==> config.mk <==
export PLATFORM = sky130hd
export DESIGN_NAME = fscf_top
export DESIGN_NICKNAME = d
export VERILOG_FILES = /design/src/fscf_pkg.sv /design/src/fscf_top.sv /design/src/fscf_win_mem.sv
export VERILOG_INCLUDE_DIRS = /design/src
export SDC_FILE = /design/constraint.sdc
export NUM_CORES = 1
export LEC_CHECK = 0
export BUFFER_PORTS_ARGS = -buffer_cell sky130_fd_sc_hd__buf_2
export CORE_UTILIZATION = 46
export CTS_CLUSTER_SIZE = 16
export DETAILED_ROUTE_END_ITERATION = 12
export SLEW_MARGIN = 10
export SYNTH_ARGS = -nofsm -noshare
export SYNTH_HDL_FRONTEND = slang
export SYNTH_SLANG_ARGS = --single-unit
==> constraint.sdc <==
create_clock -name I_SYS_CLK -period 5.2 [get_ports I_SYS_CLK]
set_clock_uncertainty 0.15 [all_clocks]
set_input_delay 0.26 -clock I_SYS_CLK [delete_from_list [all_inputs] [get_ports I_SYS_CLK]]
set_output_delay 0.26 -clock I_SYS_CLK [all_outputs]
set_load 0.005 [all_outputs]
==> src/fscf_consts.svh <==
`ifndef FSCF_CONSTS_SVH
`define FSCF_CONSTS_SVH

// register addresses (word index on the register port)
`define FSCF_A_MODE       9'h0c0
`define FSCF_A_XLEN       9'h0c1
`define FSCF_A_WIN_EN     9'h0c3
`define FSCF_A_BLACK      9'h0c5
`define FSCF_A_DUMMY      9'h0c6
`define FSCF_A_MULT       9'h0c7
`define FSCF_A_FRAME      9'h0c8
`define FSCF_A_EXPO       9'h0c9
`define FSCF_A_GAIN       9'h0cc
`define FSCF_A_SYNC       9'h0ce
`define FSCF_A_TARGET     9'h0cf
`define FSCF_A_STATUS     9'h0d0
`define FSCF_A_WIN_FIRST  9'h100
`define FSCF_A_WIN_LAST   9'h117

// field positions
`define FSCF_B_ROLLING    1
`define FSCF_B_SUBSAMPLE  7
`define FSCF_B_BINNING    8
`define FSCF_B_GATE_FIRST 8
`define FSCF_B_S_XLEN     0
`define FSCF_B_S_BLACK    1
`define FSCF_B_S_DUMMY    2
`define FSCF_B_S_EXPO     3
`define FSCF_B_S_GAIN     4
`define FSCF_B_S_WIN      5
`define FSCF_B_BLANK_SW   8

// reset values
`define FSCF_R_SYNC       16'h003f
`define FSCF_R_BLACK      16'h0001
`define FSCF_R_WIN_EN     8'h01
`define FSCF_R_WORD       16'h0000

`endif

==> src/fscf_pkg.sv <==
package fscf_pkg;
    typedef enum logic [1:0] {
        LK_IDLE,
        LK_BLACK,
        LK_IMAGE
    } fscf_line_kind_t;
    typedef logic [15:0] fscf_word_t;
endpackage

==> src/fscf_top.sv <==
// Function
// - readout parameters change only at frame start
// - cleared group bit keeps old active values
// - set group bit loads latest written values, line length only in rolling shutter
// - group sync bits live at address 206
// - line-length bit gates rolling line length
// - dark-row bit gates black-line count
// - filler-row bit gates dummy-line count
// - exposure bit gates multiplier, period, exposure
// - gain bit gates gain switch, front-end gain
// - window bit gates enables, subsample, binning
// - window geometry is never frozen
// - eight windows at addresses 256 to 279
// - each window enabled by bit of 195
// - one write to 195 switches window sets
// - 206 bit 8 blanks frame after switch in rolling shutter only
// - blank frame sends training for whole frame
// - black lines at each frame start, recalibrate
// - programmable black target, clip below zero
// - black level per each of 8 columns
`timescale 1ns/100ps
`include "fscf_consts.svh"
module fscf_top #(
    parameter int PIX_W  = 10,
    parameter int KERNEL = 8,
    parameter int NWIN   = 8
) (
    input  wire logic              I_SYS_CLK,
    input  wire logic              I_RESET_N,
    input  wire logic [8:0]        I_ADDR,
    input  wire logic [15:0]       I_WDATA,
    input  wire logic              I_WR,
    input  wire logic              I_RD,
    input  wire logic              I_FRAME_START,
    input  wire logic              I_LINE_START,
    input  wire logic              I_PIX_VALID,
    input  wire logic [PIX_W-1:0]  I_PIX_DATA,
    output logic [15:0]            O_RDATA,
    output logic [15:0]            O_ROLLING_LINE_LENGTH,
    output logic [7:0]             O_BLACK_LINES,
    output logic [15:0]            O_DUMMY_LINES,
    output logic [15:0]            O_MULT_TIMER,
    output logic [15:0]            O_FRAME_PERIOD,
    output logic [15:0]            O_EXPOSURE,
    output logic [4:0]             O_MUX_GAINSW,
    output logic [7:0]             O_AFE_GAIN,
    output logic [NWIN-1:0]        O_WINDOW_ENABLE_BITS,
    output logic                   O_SUBSAMPLING,
    output logic                   O_BINNING,
    output logic                   O_BLACK_LINE,
    output logic                   O_TRAINING,
    output logic                   O_PIX_VALID,
    output logic [PIX_W-1:0]       O_PIX_DATA
);
    if (PIX_W < 4 || PIX_W > 14 || KERNEL != 8 || NWIN != 8) begin : g_chk
        $error("fscf_top: unsupported parameter values");
    end

    localparam int CW = $clog2(KERNEL);
    localparam int SW = PIX_W + 2;

    function automatic logic hit(input logic [8:0] a, input logic [8:0] k);
        hit = (a == k);
    endfunction

    // target plus pixel minus offset, clipped into the output range
    function automatic logic [PIX_W-1:0] clip(input logic [SW-1:0] v);
        if (v[SW-1]) begin
            clip = '0;
        end else if (|v[SW-2:PIX_W]) begin
            clip = '1;
        end else begin
            clip = v[PIX_W-1:0];
        end
    endfunction

    // ---- register port decode
    wire        wr_mode   = I_WR && hit(I_ADDR, `FSCF_A_MODE);
    wire        wr_xlen   = I_WR && hit(I_ADDR, `FSCF_A_XLEN);
    wire        wr_win_en = I_WR && hit(I_ADDR, `FSCF_A_WIN_EN);
    wire        wr_black  = I_WR && hit(I_ADDR, `FSCF_A_BLACK);
    wire        wr_dummy  = I_WR && hit(I_ADDR, `FSCF_A_DUMMY);
    wire        wr_mult   = I_WR && hit(I_ADDR, `FSCF_A_MULT);
    wire        wr_frame  = I_WR && hit(I_ADDR, `FSCF_A_FRAME);
    wire        wr_expo   = I_WR && hit(I_ADDR, `FSCF_A_EXPO);
    wire        wr_gain   = I_WR && hit(I_ADDR, `FSCF_A_GAIN);
    wire        wr_sync   = I_WR && hit(I_ADDR, `FSCF_A_SYNC);
    wire        wr_target = I_WR && hit(I_ADDR, `FSCF_A_TARGET);
    wire        win_range = (I_ADDR >= `FSCF_A_WIN_FIRST) &&
                            (I_ADDR <= `FSCF_A_WIN_LAST);
    wire [8:0]  win_off   = I_ADDR - `FSCF_A_WIN_FIRST;

    // shadow set, written by software at any time
    logic [15:0]      mode_q, xlen_q, dummy_q, mult_q, frame_q, expo_q;
    logic [15:0]      gain_q, sync_q;
    logic [8:0]       black_q;
    logic [NWIN-1:0]  win_en_q;
    logic [PIX_W-1:0] target_q;

    always_ff @(posedge I_SYS_CLK) begin
        if (!I_RESET_N) begin
            mode_q   <= `FSCF_R_WORD;
            xlen_q   <= `FSCF_R_WORD;
            dummy_q  <= `FSCF_R_WORD;
            mult_q   <= `FSCF_R_WORD;
            frame_q  <= `FSCF_R_WORD;
            expo_q   <= `FSCF_R_WORD;
            gain_q   <= `FSCF_R_WORD;
            sync_q   <= `FSCF_R_SYNC;
            black_q  <= 9'(`FSCF_R_BLACK);
            win_en_q <= `FSCF_R_WIN_EN;
            target_q <= '0;
        end else begin
            if (wr_mode) begin
                mode_q <= I_WDATA;
            end
            if (wr_xlen) begin
                xlen_q <= I_WDATA;
            end
            if (wr_dummy) begin
                dummy_q <= I_WDATA;
            end
            if (wr_mult) begin
                mult_q <= I_WDATA;
            end
            if (wr_frame) begin
                frame_q <= I_WDATA;
            end
            if (wr_expo) begin
                expo_q <= I_WDATA;
            end
            if (wr_gain) begin
                gain_q <= I_WDATA;
            end
            if (wr_sync) begin
                sync_q <= I_WDATA;
            end
            if (wr_black) begin
                black_q <= I_WDATA[8:0];
            end
            if (wr_win_en) begin
                win_en_q <= I_WDATA[NWIN-1:0];
            end
            if (wr_target) begin
                target_q <= I_WDATA[PIX_W-1:0];
            end
        end
    end

    // ---- per-group transfer strobes, only at a frame boundary
    wire rolling   = mode_q[`FSCF_B_ROLLING];
    wire ld_xlen   = I_FRAME_START && sync_q[`FSCF_B_S_XLEN];
    wire ld_black  = I_FRAME_START && sync_q[`FSCF_B_S_BLACK];
    wire ld_dummy  = I_FRAME_START && sync_q[`FSCF_B_S_DUMMY];
    wire ld_expo   = I_FRAME_START && sync_q[`FSCF_B_S_EXPO];
    wire ld_gain   = I_FRAME_START && sync_q[`FSCF_B_S_GAIN];
    wire ld_win    = I_FRAME_START && sync_q[`FSCF_B_S_WIN];
    wire win_swap  = ld_win && (win_en_q != O_WINDOW_ENABLE_BITS);
    wire blank_now = win_swap && rolling &&
                     sync_q[`FSCF_B_BLANK_SW];
    // line length only matters in rolling shutter; global mode skips it
    wire ld_xlen_r = ld_xlen && rolling;

    // black-line count valid for the frame that is starting now
    wire [7:0] black_now = ld_black ? black_q[7:0] : O_BLACK_LINES;
    logic      gate_first_q;

    // active set: cleared bit holds it, set bit copies shadow (line length only in rolling shutter)
    always_ff @(posedge I_SYS_CLK) begin
        if (!I_RESET_N) begin
            O_ROLLING_LINE_LENGTH <= `FSCF_R_WORD;
            O_DUMMY_LINES         <= `FSCF_R_WORD;
            O_MULT_TIMER          <= `FSCF_R_WORD;
            O_FRAME_PERIOD        <= `FSCF_R_WORD;
            O_EXPOSURE            <= `FSCF_R_WORD;
            O_BLACK_LINES         <= 8'(`FSCF_R_BLACK);
            gate_first_q          <= 1'b0;
            O_MUX_GAINSW          <= '0;
            O_AFE_GAIN            <= '0;
            O_WINDOW_ENABLE_BITS  <= `FSCF_R_WIN_EN;
            O_SUBSAMPLING         <= 1'b0;
            O_BINNING             <= 1'b0;
        end else begin
            if (ld_xlen_r) begin
                O_ROLLING_LINE_LENGTH <= xlen_q;
            end
            if (ld_black) begin
                O_BLACK_LINES <= black_q[7:0];
                gate_first_q  <= black_q[`FSCF_B_GATE_FIRST];
            end
            if (ld_dummy) begin
                O_DUMMY_LINES <= dummy_q;
            end
            if (ld_expo) begin
                O_MULT_TIMER   <= mult_q;
                O_FRAME_PERIOD <= frame_q;
                O_EXPOSURE     <= expo_q;
            end
            if (ld_gain) begin
                O_MUX_GAINSW <= gain_q[4:0];
                O_AFE_GAIN   <= gain_q[12:5];
            end
            if (ld_win) begin
                O_WINDOW_ENABLE_BITS <= win_en_q;
                O_SUBSAMPLING        <= mode_q[`FSCF_B_SUBSAMPLE];
                O_BINNING            <= mode_q[`FSCF_B_BINNING];
            end
        end
    end

    // window geometry: written straight through, no shadow
    fscf_pkg::fscf_word_t geom_rdata;
    // keep the read index inside the array for unmapped addresses
    wire [4:0]            geom_addr = win_range ? win_off[4:0] : 5'h00;

    fscf_win_mem #(
        .DEPTH (3 * NWIN),
        .AW    (5)
    ) u_geom (
        .I_SYS_CLK (I_SYS_CLK),
        .i_we      (I_WR && win_range),
        .i_addr    (geom_addr),
        .i_wdata   (I_WDATA),
        .o_rdata   (geom_rdata)
    );

    // ---- training frame after a rolling-shutter window switch
    always_ff @(posedge I_SYS_CLK) begin
        if (!I_RESET_N) begin
            O_TRAINING <= 1'b0;
        end else if (I_FRAME_START) begin
            O_TRAINING <= blank_now;
        end
    end

    // line classification at the frame head
    fscf_pkg::fscf_line_kind_t kind_q;
    logic [7:0]                line_idx_q;
    logic                      first_q;

    wire [7:0] line_inc = (line_idx_q == 8'hff) ? line_idx_q :
                          line_idx_q + 8'h01;

    always_ff @(posedge I_SYS_CLK) begin
        if (!I_RESET_N) begin
            kind_q     <= fscf_pkg::LK_IDLE;
            line_idx_q <= 8'h00;
            first_q    <= 1'b0;
        end else if (I_FRAME_START) begin
            kind_q     <= fscf_pkg::LK_IDLE;
            line_idx_q <= 8'h00;
            first_q    <= 1'b0;
        end else if (I_LINE_START) begin
            kind_q     <= (line_idx_q < black_now) ? fscf_pkg::LK_BLACK :
                          fscf_pkg::LK_IMAGE;
            first_q    <= (line_idx_q == 8'h00);
            line_idx_q <= line_inc;
        end
    end

    always_ff @(posedge I_SYS_CLK) begin
        if (!I_RESET_N) begin
            O_BLACK_LINE <= 1'b0;
        end else begin
            O_BLACK_LINE <= (kind_q == fscf_pkg::LK_BLACK);
        end
    end

    // ---- kernel column and per-column black offsets
    logic [CW-1:0]    col_q;
    logic [PIX_W-1:0] offs_q [KERNEL];

    always_ff @(posedge I_SYS_CLK) begin
        if (!I_RESET_N || I_LINE_START) begin
            col_q <= '0;
        end else if (I_PIX_VALID) begin
            col_q <= col_q + 1'b1;
        end
    end

    // first black line may be unsettled, so it can be kept out
    wire cal_take = I_PIX_VALID && (kind_q == fscf_pkg::LK_BLACK) &&
                    !(first_q && gate_first_q);

    // simple one-sample estimate per column; no low-pass filtering here
    always_ff @(posedge I_SYS_CLK) begin
        if (!I_RESET_N) begin
            for (int k = 0; k < KERNEL; k++) begin
                offs_q[k] <= '0;
            end
        end else if (cal_take) begin
            offs_q[col_q] <= I_PIX_DATA;
        end
    end

    // ---- corrected pixel; black pixels leave raw for statistics
    wire [SW-1:0] corr = {2'b00, I_PIX_DATA} + {2'b00, target_q} -
                         {2'b00, offs_q[col_q]};
    wire          is_img = (kind_q == fscf_pkg::LK_IMAGE);

    always_ff @(posedge I_SYS_CLK) begin
        if (!I_RESET_N) begin
            O_PIX_VALID <= 1'b0;
            O_PIX_DATA  <= '0;
        end else begin
            O_PIX_VALID <= I_PIX_VALID && !O_TRAINING;
            O_PIX_DATA  <= is_img ? clip(corr) : I_PIX_DATA;
        end
    end

    // ---- read back: shadow words, status, or geometry
    wire [15:0] status = {O_WINDOW_ENABLE_BITS, 5'h00,
                          kind_q == fscf_pkg::LK_BLACK, O_TRAINING,
                          rolling};
    logic [15:0] rsel;

    always_comb begin
        rsel = 16'h0000;
        case (I_ADDR)
            `FSCF_A_MODE:   rsel = mode_q;
            `FSCF_A_XLEN:   rsel = xlen_q;
            `FSCF_A_WIN_EN: rsel = {8'h00, win_en_q};
            `FSCF_A_BLACK:  rsel = {7'h00, black_q};
            `FSCF_A_DUMMY:  rsel = dummy_q;
            `FSCF_A_MULT:   rsel = mult_q;
            `FSCF_A_FRAME:  rsel = frame_q;
            `FSCF_A_EXPO:   rsel = expo_q;
            `FSCF_A_GAIN:   rsel = gain_q;
            `FSCF_A_SYNC:   rsel = sync_q;
            `FSCF_A_TARGET: rsel = {{(16-PIX_W){1'b0}}, target_q};
            `FSCF_A_STATUS: rsel = status;
            default:        rsel = 16'h0000;
        endcase
    end

    logic        geom_sel_q;
    logic [15:0] rd_q;

    always_ff @(posedge I_SYS_CLK) begin
        if (!I_RESET_N) begin
            geom_sel_q <= 1'b0;
            rd_q       <= 16'h0000;
        end else begin
            geom_sel_q <= I_RD && win_range;
            rd_q       <= I_RD ? rsel : 16'h0000;
        end
    end

    // geometry data already leave a register inside the memory
    assign O_RDATA = geom_sel_q ? geom_rdata : rd_q;
endmodule // fscf_top

==> src/fscf_win_mem.sv <==
`timescale 1ns/100ps
module fscf_win_mem #(
    parameter int DEPTH = 24,
    parameter int AW    = 5
) (
    input  wire logic                I_SYS_CLK,
    input  wire logic                i_we,
    input  wire logic [AW-1:0]       i_addr,
    input  wire fscf_pkg::fscf_word_t i_wdata,
    output fscf_pkg::fscf_word_t     o_rdata
);
    fscf_pkg::fscf_word_t mem_q [DEPTH];

    if (DEPTH > (1 << AW)) begin : g_chk
        $error("fscf_win_mem: DEPTH does not fit AW");
    end

    // no reset on the array: geometry is software-defined before use
    always_ff @(posedge I_SYS_CLK) begin
        if (i_we) begin
            mem_q[i_addr] <= i_wdata;
        end
        o_rdata <= mem_q[i_addr];
    end
endmodule // fscf_win_mem
* Word level (Yosys, flattened, before mapping) *
Memory sizes are Yosys's and may differ from the RTL's. A register that Yosys moved wholly into a read port is not among the register bits.
Index checks and enable logic that the tools add are counted.

word-level totals
  memories = 2
  logic and storage cells = 117
  flip-flop bits (word level) = 311
  output and inout port bits = 140
  RAM bits = 464

cells by class
  bitwise operators = 2
  equality and inequality tests = 16
  add/sub/neg operators = 5
  muxes and demuxes = 19
  reductions and logical operators = 37
  order comparisons = 3

memories
  memory        depth  width  rd ports  clocked after Yosys merged registers in  write ports  line                RTL
  u_geom.mem_q  24     16     1         1                                        1            fscf_win_mem.sv:12  fscf_pkg::fscf_word_t mem_q [DEPTH];
  offs_q        8      10     1         1                                        8            fscf_top.sv:271     logic [PIX_W-1:0] offs_q [KERNEL];

operator list
  cell                                                      count
  case mux 16 bit (12 select lines)                         1
  equality test 9 x 8 -> 1 bit, second input constant       12
  two-way mux 10 bit                                        4
  logical AND 1 bit                                         28
  two-way mux 16 bit                                        1
  subtractor 11 x 10 -> 12 bit                              1
  adder 10 x 10 -> 11 bit                                   1
  OR reduction 10 bit                                       1
  greater-or-equal comparator 9 bit, second input constant  1
  less-or-equal comparator 9 bit, second input constant     1
  two-way mux 3 bit                                         3
  adder 8 x 1 -> 8 bit, second input constant               1
  equality test 8 bit, second input constant                1
  zero test 8 bit                                           1
  < comparator 8 bit                                        1
  two-way mux 8 bit                                         1
  != test 8 bit                                             1
  two-way mux 1 bit                                         7
  two-way mux 5 bit                                         1
  subtractor 5 x 1 -> 5 bit, second input constant          1
  AND reduction 2 bit                                       2
  adder 3 x 1 -> 3 bit, second input constant               1
  zero test 1 bit                                           3
  equality test 2 x 1 -> 1 bit, second input constant       1
  5 further kinds                                           6

* Longest topological paths before layout *
  depth after elaboration = 8
  gate-level depth with buffers = 13

* Modules after synthesis *
From an unflattened synthesis, not the netlist that was laid out.

unflattened totals
  cell total of the unflattened synthesis = 2616
  area, all modules = 32249.7 µm²

by module, submodules not included
  module        times used  cells an instance  area each (µm²)
  fscf_top      1           1907               17287.8
  fscf_win_mem  1           709                14961.8

* Least setup slack after synthesis *
Ideal clock, no wire load.

  path type = flip-flop to flip-flop
  start = register with a tool-made name
  end = register O_PIX_DATA[9]
  data required time = 4.976 ns
  library setup time = 0.074 ns
  clock period less this slack = 4.085 ns
  arrival = 3.861 ns
  buffers on the path = 1
  path slack = 1.115 ns
  cell stages (with the launch flop) = 14
  path through = dfxtp_1 -> clkbuf_1 -> mux4_2 -> mux2_2 -> ha_1 -> inv_1 -> ha_1 -> fa_1 -> a21oi_1 -> o22ai_1 -> o221ai_1 -> xor2_1 -> o21ba_2 -> o21ai_0

RTL lines
  element               line             RTL
  end signal, assigned  fscf_top.sv:307  O_PIX_DATA <= is_img ? clip(corr) : I_PIX_DATA;
  end, declared         fscf_top.sv:53   output logic [PIX_W-1:0] O_PIX_DATA

==> impl_summary.txt <==
----------------------------------------------------
[Final layout]
  Registers with the most flip-flops ... u_geom.mem_q: 384 flops, offs_q: 80 flops
  Top library cells by usage in the layout, fill and taps aside ... 612 x sky130_fd_sc_hd__nand2_1, 464 x sky130_fd_sc_hd__edfxtp_1, 330 x sky130_fd_sc_hd__dfxtp_1
  Final layout net count ... 3050
  Area growth from synthesis to layout ... 14.6%
  Register with the most flip-flops ... u_geom.mem_q
  Diodes inserted ... 0
  Fillers ... 6049
  Layout cells sized above 1 ... 0.174
  Most common cell after layout, fill and taps aside ... sky130_fd_sc_hd__nand2_1
  Sequential cell area ... 0.0205 sq mm
  Final non-filler cell area ... 0.0377 sq mm
  Largest register FFs ... about 380
  Area of combinational cells with multiple inputs ... roughly 0.011 sq mm

[Die]
  Initial core utilization ... 0.467
  Die Y-Extent ... about 270 microns
  Number of top-level pins ... approximately 180
  Core Rows ... between 90 and 100
  Die Footprint ... about 0.073 sq mm
  Core region area ... between 0.07 and 0.08 sq mm
  Width of the chip ... between 200 and 300 microns

[Hold path]
  Hold path depth ... 3
  Kind of path behind the tightest hold check ... input pin to flip-flop
  Hold path start ... I_RESET_N
  End point of the worst hold path ... win_en_q[0]

[Critical path]
  Max Fanout on Critical Path ... 11
  Worst reg2reg path depth ... 11
  Worst Setup End Kind ... flip-flop
  Worst reg2reg setup slack ... roughly 0.6 ns
  Data required time at the worst endpoint ... 5.60 ns
  Category of the most critical setup path ... flip-flop to flip-flop
  Buffers plus inverters on the worst setup path ... 1
  Worst-path cell with the longest stage delay ... sky130_fd_sc_hd__dfxtp_1
  Crit path max-delay family ... compound AO/OA/AOI/OAI gates
  Startpoint kind of the worst setup timing path ... flip-flop
  Max stage delay on crit path ... 0.80 ns
  Worst path cell trace ... buf_4 -> mux4_2 -> mux2i_1 -> fa_1 -> fa_1 -> a21oi_1 -> o22ai_1 -> o221ai_1 -> xor2_1 -> o221ai_1 -> a21oi_1
  Arr. time, crit path ... ~5.0 ns
  FF-to-FF End ... O_PIX_DATA[2]

[Drt]
  Residual DRC ... 0
  Average detailed-routed wire length per instance ... 25.5 microns
  Final wirelength ... ~100 mm
  Routed Antenna Nets ... 0
  DR vias/cell ... about 5.9
  Vias ... between 20000 and 25000
  Starting DRC count in detailed routing ... about 2800
  Drt pass-1 iters ... 6

[CTS]
  Reg clk slew, reported paths ... 0.07 ns
  Worst skew pair latency ... between 0.6 and 0.7 ns
  Clock sink count ... 794
  Number of H-tree levels ... 3
  Clock tree from TritonCTS ... done
  Buffers from clock root to sink, at most ... 3
  Clock tree root buffer cell ... sky130_fd_sc_hd__clkbuf_16
  Total clock buffers created by CTS ... just over 80

[Logic synthesis]
  Library cells used by synthesis ... 76
  Combined area of all synthesized cells ... approximately 0.033 sq mm
  Number of synthesized register bits ... approximately 800
  Register area share after synthesis ... 0.625
  Mean cell area of the mapped netlist ... between 10 and 15 sq um
  Number of flops mapped to enable cells by yosys ... about 460
  Gate count of the mapped netlist ... ~2800
  Asr flop ratio synth ... 0
  Most instantiated flip-flop cell in the synthesis netlist ... sky130_fd_sc_hd__edfxtp_1
  Number of warnings issued by yosys ... 0
  Number of nets in the synthesized netlist ... ~2900

[STA]
  Maximum clock rate ... between 200 and 250 MHz
  Final critical path time including I/O delays and setup ... between 4 and 5 ns
  Max-slew violation count ... 0
  Final hold viol count ... 0
  # setup viols final ... 0
  Final hold slack ... about 0.033 ns
  Setup repair after global routing missed its margin ... no
  Worst slew margin relative to its limit ... 0.241
  Measured slew at the worst slew-check pin ... ~1.1 ns
  Final TNS setup ... 0 ns
  Final period util ... 0.884

[Power and ir drop]
  Static power due to leakage ... ~13 nW
  Worst IR drop on VDD ... between 0.0003 and 0.0004 V
  PwrDens ... 361 mW/mm^2

[Placed design]
  GP Congestion ... ~0.94
  Port buffer count ... ~180
  Placed wire-length estimate after detailed placement ... between 60 and 70 mm
  Total cell area at the placement stage ... roughly 0.035 sq mm

[Global route]
  Overflow left after global routing ... 0
  Maximum number of pins on one net before global-route repair ... 144
  Antenna violations before repair ... 3
  Global-route wire length before repair ... 150 mm
  All-layer global routing usage ... 0.277
  Number of global-route vias before repair ... about 23000

[Job]
  Max Cap Viol ... 0

[Status]
  Status ... completed

----------------------------------------------------
per-layer routing:
metal / vias up / routed length (microns) / global-route usage
met5: - / 0 / 0
met4: 0 / 3780 / 0.103
met1: 11800 / 42700 / 0.387
li1: 10600 / - / -
met3: 207 / 8320 / 0.0405
met2: 1089 / 46900 / 0.437
where the power goes:
part	total, mW	switching, mW	internal [mW]	leakage (nW)
clock network	6.19	2.53	3.66	1.40
logic	0.724	0.507	0.217	4.72
registers	6.70	0.0176	6.68	6.94
total	13.6	3.05	10.6	13.1
cell type report:
cell class / count / area share
clock buffers: 120 / 0.0633
clock inverters: 36 / 0.0127
inverters: 33 / 0.00349
multi-input cells: 1800 / 0.302
flip-flops and latches: 794 / 0.545
well taps: 940 / 0.0312
repair buffers: 265 / 0.0424
metrics by stage:
stage	cells	setup WS [ns]	utilization	total power [mW]
2_1_floorplan	2836	1.12	-	7.25
5_1_grt	3988	0.251	0.535	14.0
4_1_cts	3988	0.596	0.535	13.7
3_5_place_dp	3818	0.621	0.493	7.54
3_3_place_gp	3818	0.658	0.493	7.53
6_report	3988	0.605	0.535	13.6
how the worst max path moves through the flow:
| stage | to | from | slack (ns) | depth (start not counted) |
|---|---|---|---|---|
| floorplan | O_PIX_DATA[9] | flip-flop | 1.12 | 13 |
| global placement | O_PIX_DATA[4] | flip-flop | 0.66 | 11 |
| detailed placement | O_PIX_DATA[3] | flip-flop | 0.62 | 11 |
| CTS | O_PIX_DATA[2] | flip-flop | 0.60 | 11 |
| global route | O_PIX_DATA[2] | flip-flop | 0.25 | 11 |
| finish | O_PIX_DATA[2] | flip-flop | 0.60 | 11 |
Yosys cell counts, types with 12 or more instances:
cell type / n / share of area
sky130_fd_sc_hd__nor2_1: 111 / 0.013
sky130_fd_sc_hd__clkbuf_1: 136 / 0.016
sky130_fd_sc_hd__buf_4: 14 / 0.0032
sky130_fd_sc_hd__or3_1: 16 / 0.0030
sky130_fd_sc_hd__o211ai_1: 12 / 0.0027
sky130_fd_sc_hd__buf_1: 15 / 0.0017
sky130_fd_sc_hd__nand3_1: 44 / 0.0067
sky130_fd_sc_hd__mux4_2: 71 / 0.049
sky130_fd_sc_hd__xnor2_1: 16 / 0.0043
sky130_fd_sc_hd__edfxtp_1: 464 / 0.42
sky130_fd_sc_hd__inv_1: 28 / 0.0032
sky130_fd_sc_hd__nor3_1: 42 / 0.0064
sky130_fd_sc_hd__mux2_2: 55 / 0.019
sky130_fd_sc_hd__a21oi_1: 308 / 0.047
sky130_fd_sc_hd__and2_1: 61 / 0.012
sky130_fd_sc_hd__o221ai_1: 26 / 0.0069
sky130_fd_sc_hd__buf_2: 43 / 0.0065
sky130_fd_sc_hd__dfxtp_1: 330 / 0.20
sky130_fd_sc_hd__ha_1: 21 / 0.0080
sky130_fd_sc_hd__nand4_1: 19 / 0.0036
sky130_fd_sc_hd__and3_1: 36 / 0.0068
sky130_fd_sc_hd__a221oi_1: 13 / 0.0035
sky130_fd_sc_hd__mux2i_1: 73 / 0.022
sky130_fd_sc_hd__o21ai_0: 44 / 0.0067
sky130_fd_sc_hd__nand2_1: 613 / 0.070
sky130_fd_sc_hd__nor2b_1: 20 / 0.0038
sky130_fd_sc_hd__a31oi_1: 23 / 0.0044
sky130_fd_sc_hd__a22oi_1: 37 / 0.0084
worst reg2reg max path: stages, from the launching register on:
cell	delay, ns
sky130_fd_sc_hd__dfxtp_1	0.80
sky130_fd_sc_hd__buf_4	0.36
sky130_fd_sc_hd__mux4_2	0.55
sky130_fd_sc_hd__mux2i_1	0.18
sky130_fd_sc_hd__fa_1	0.48
sky130_fd_sc_hd__fa_1	0.42
sky130_fd_sc_hd__a21oi_1	0.19
sky130_fd_sc_hd__o22ai_1	0.17
sky130_fd_sc_hd__o221ai_1	0.24
sky130_fd_sc_hd__xor2_1	0.54
sky130_fd_sc_hd__o221ai_1	0.25
sky130_fd_sc_hd__a21oi_1	0.19
what timing repair did:
action | 4_1_cts | 5_1_grt
setup endpoints to repair | 0 | 0
gates resized for setup | 0 | 0
buffers inserted | 0 | 0
hold endpoints to repair | 70 | 0
hold buffers | 14 | 0
cell families after synthesis:
family / after synthesis / synth area share
AOI/OAI and AO/OA: 536 / 0.0983
adders and majority gates: 31 / 0.0141
muxes: 199 / 0.0897
buffers and inverters: 242 / 0.0311
and+or+nand+nor: 1009 / 0.136
DFF: 794 / 0.625
xor gates and xnor gates: 25 / 0.00666
Note: power is estimated with default switching activity, not from simulation.
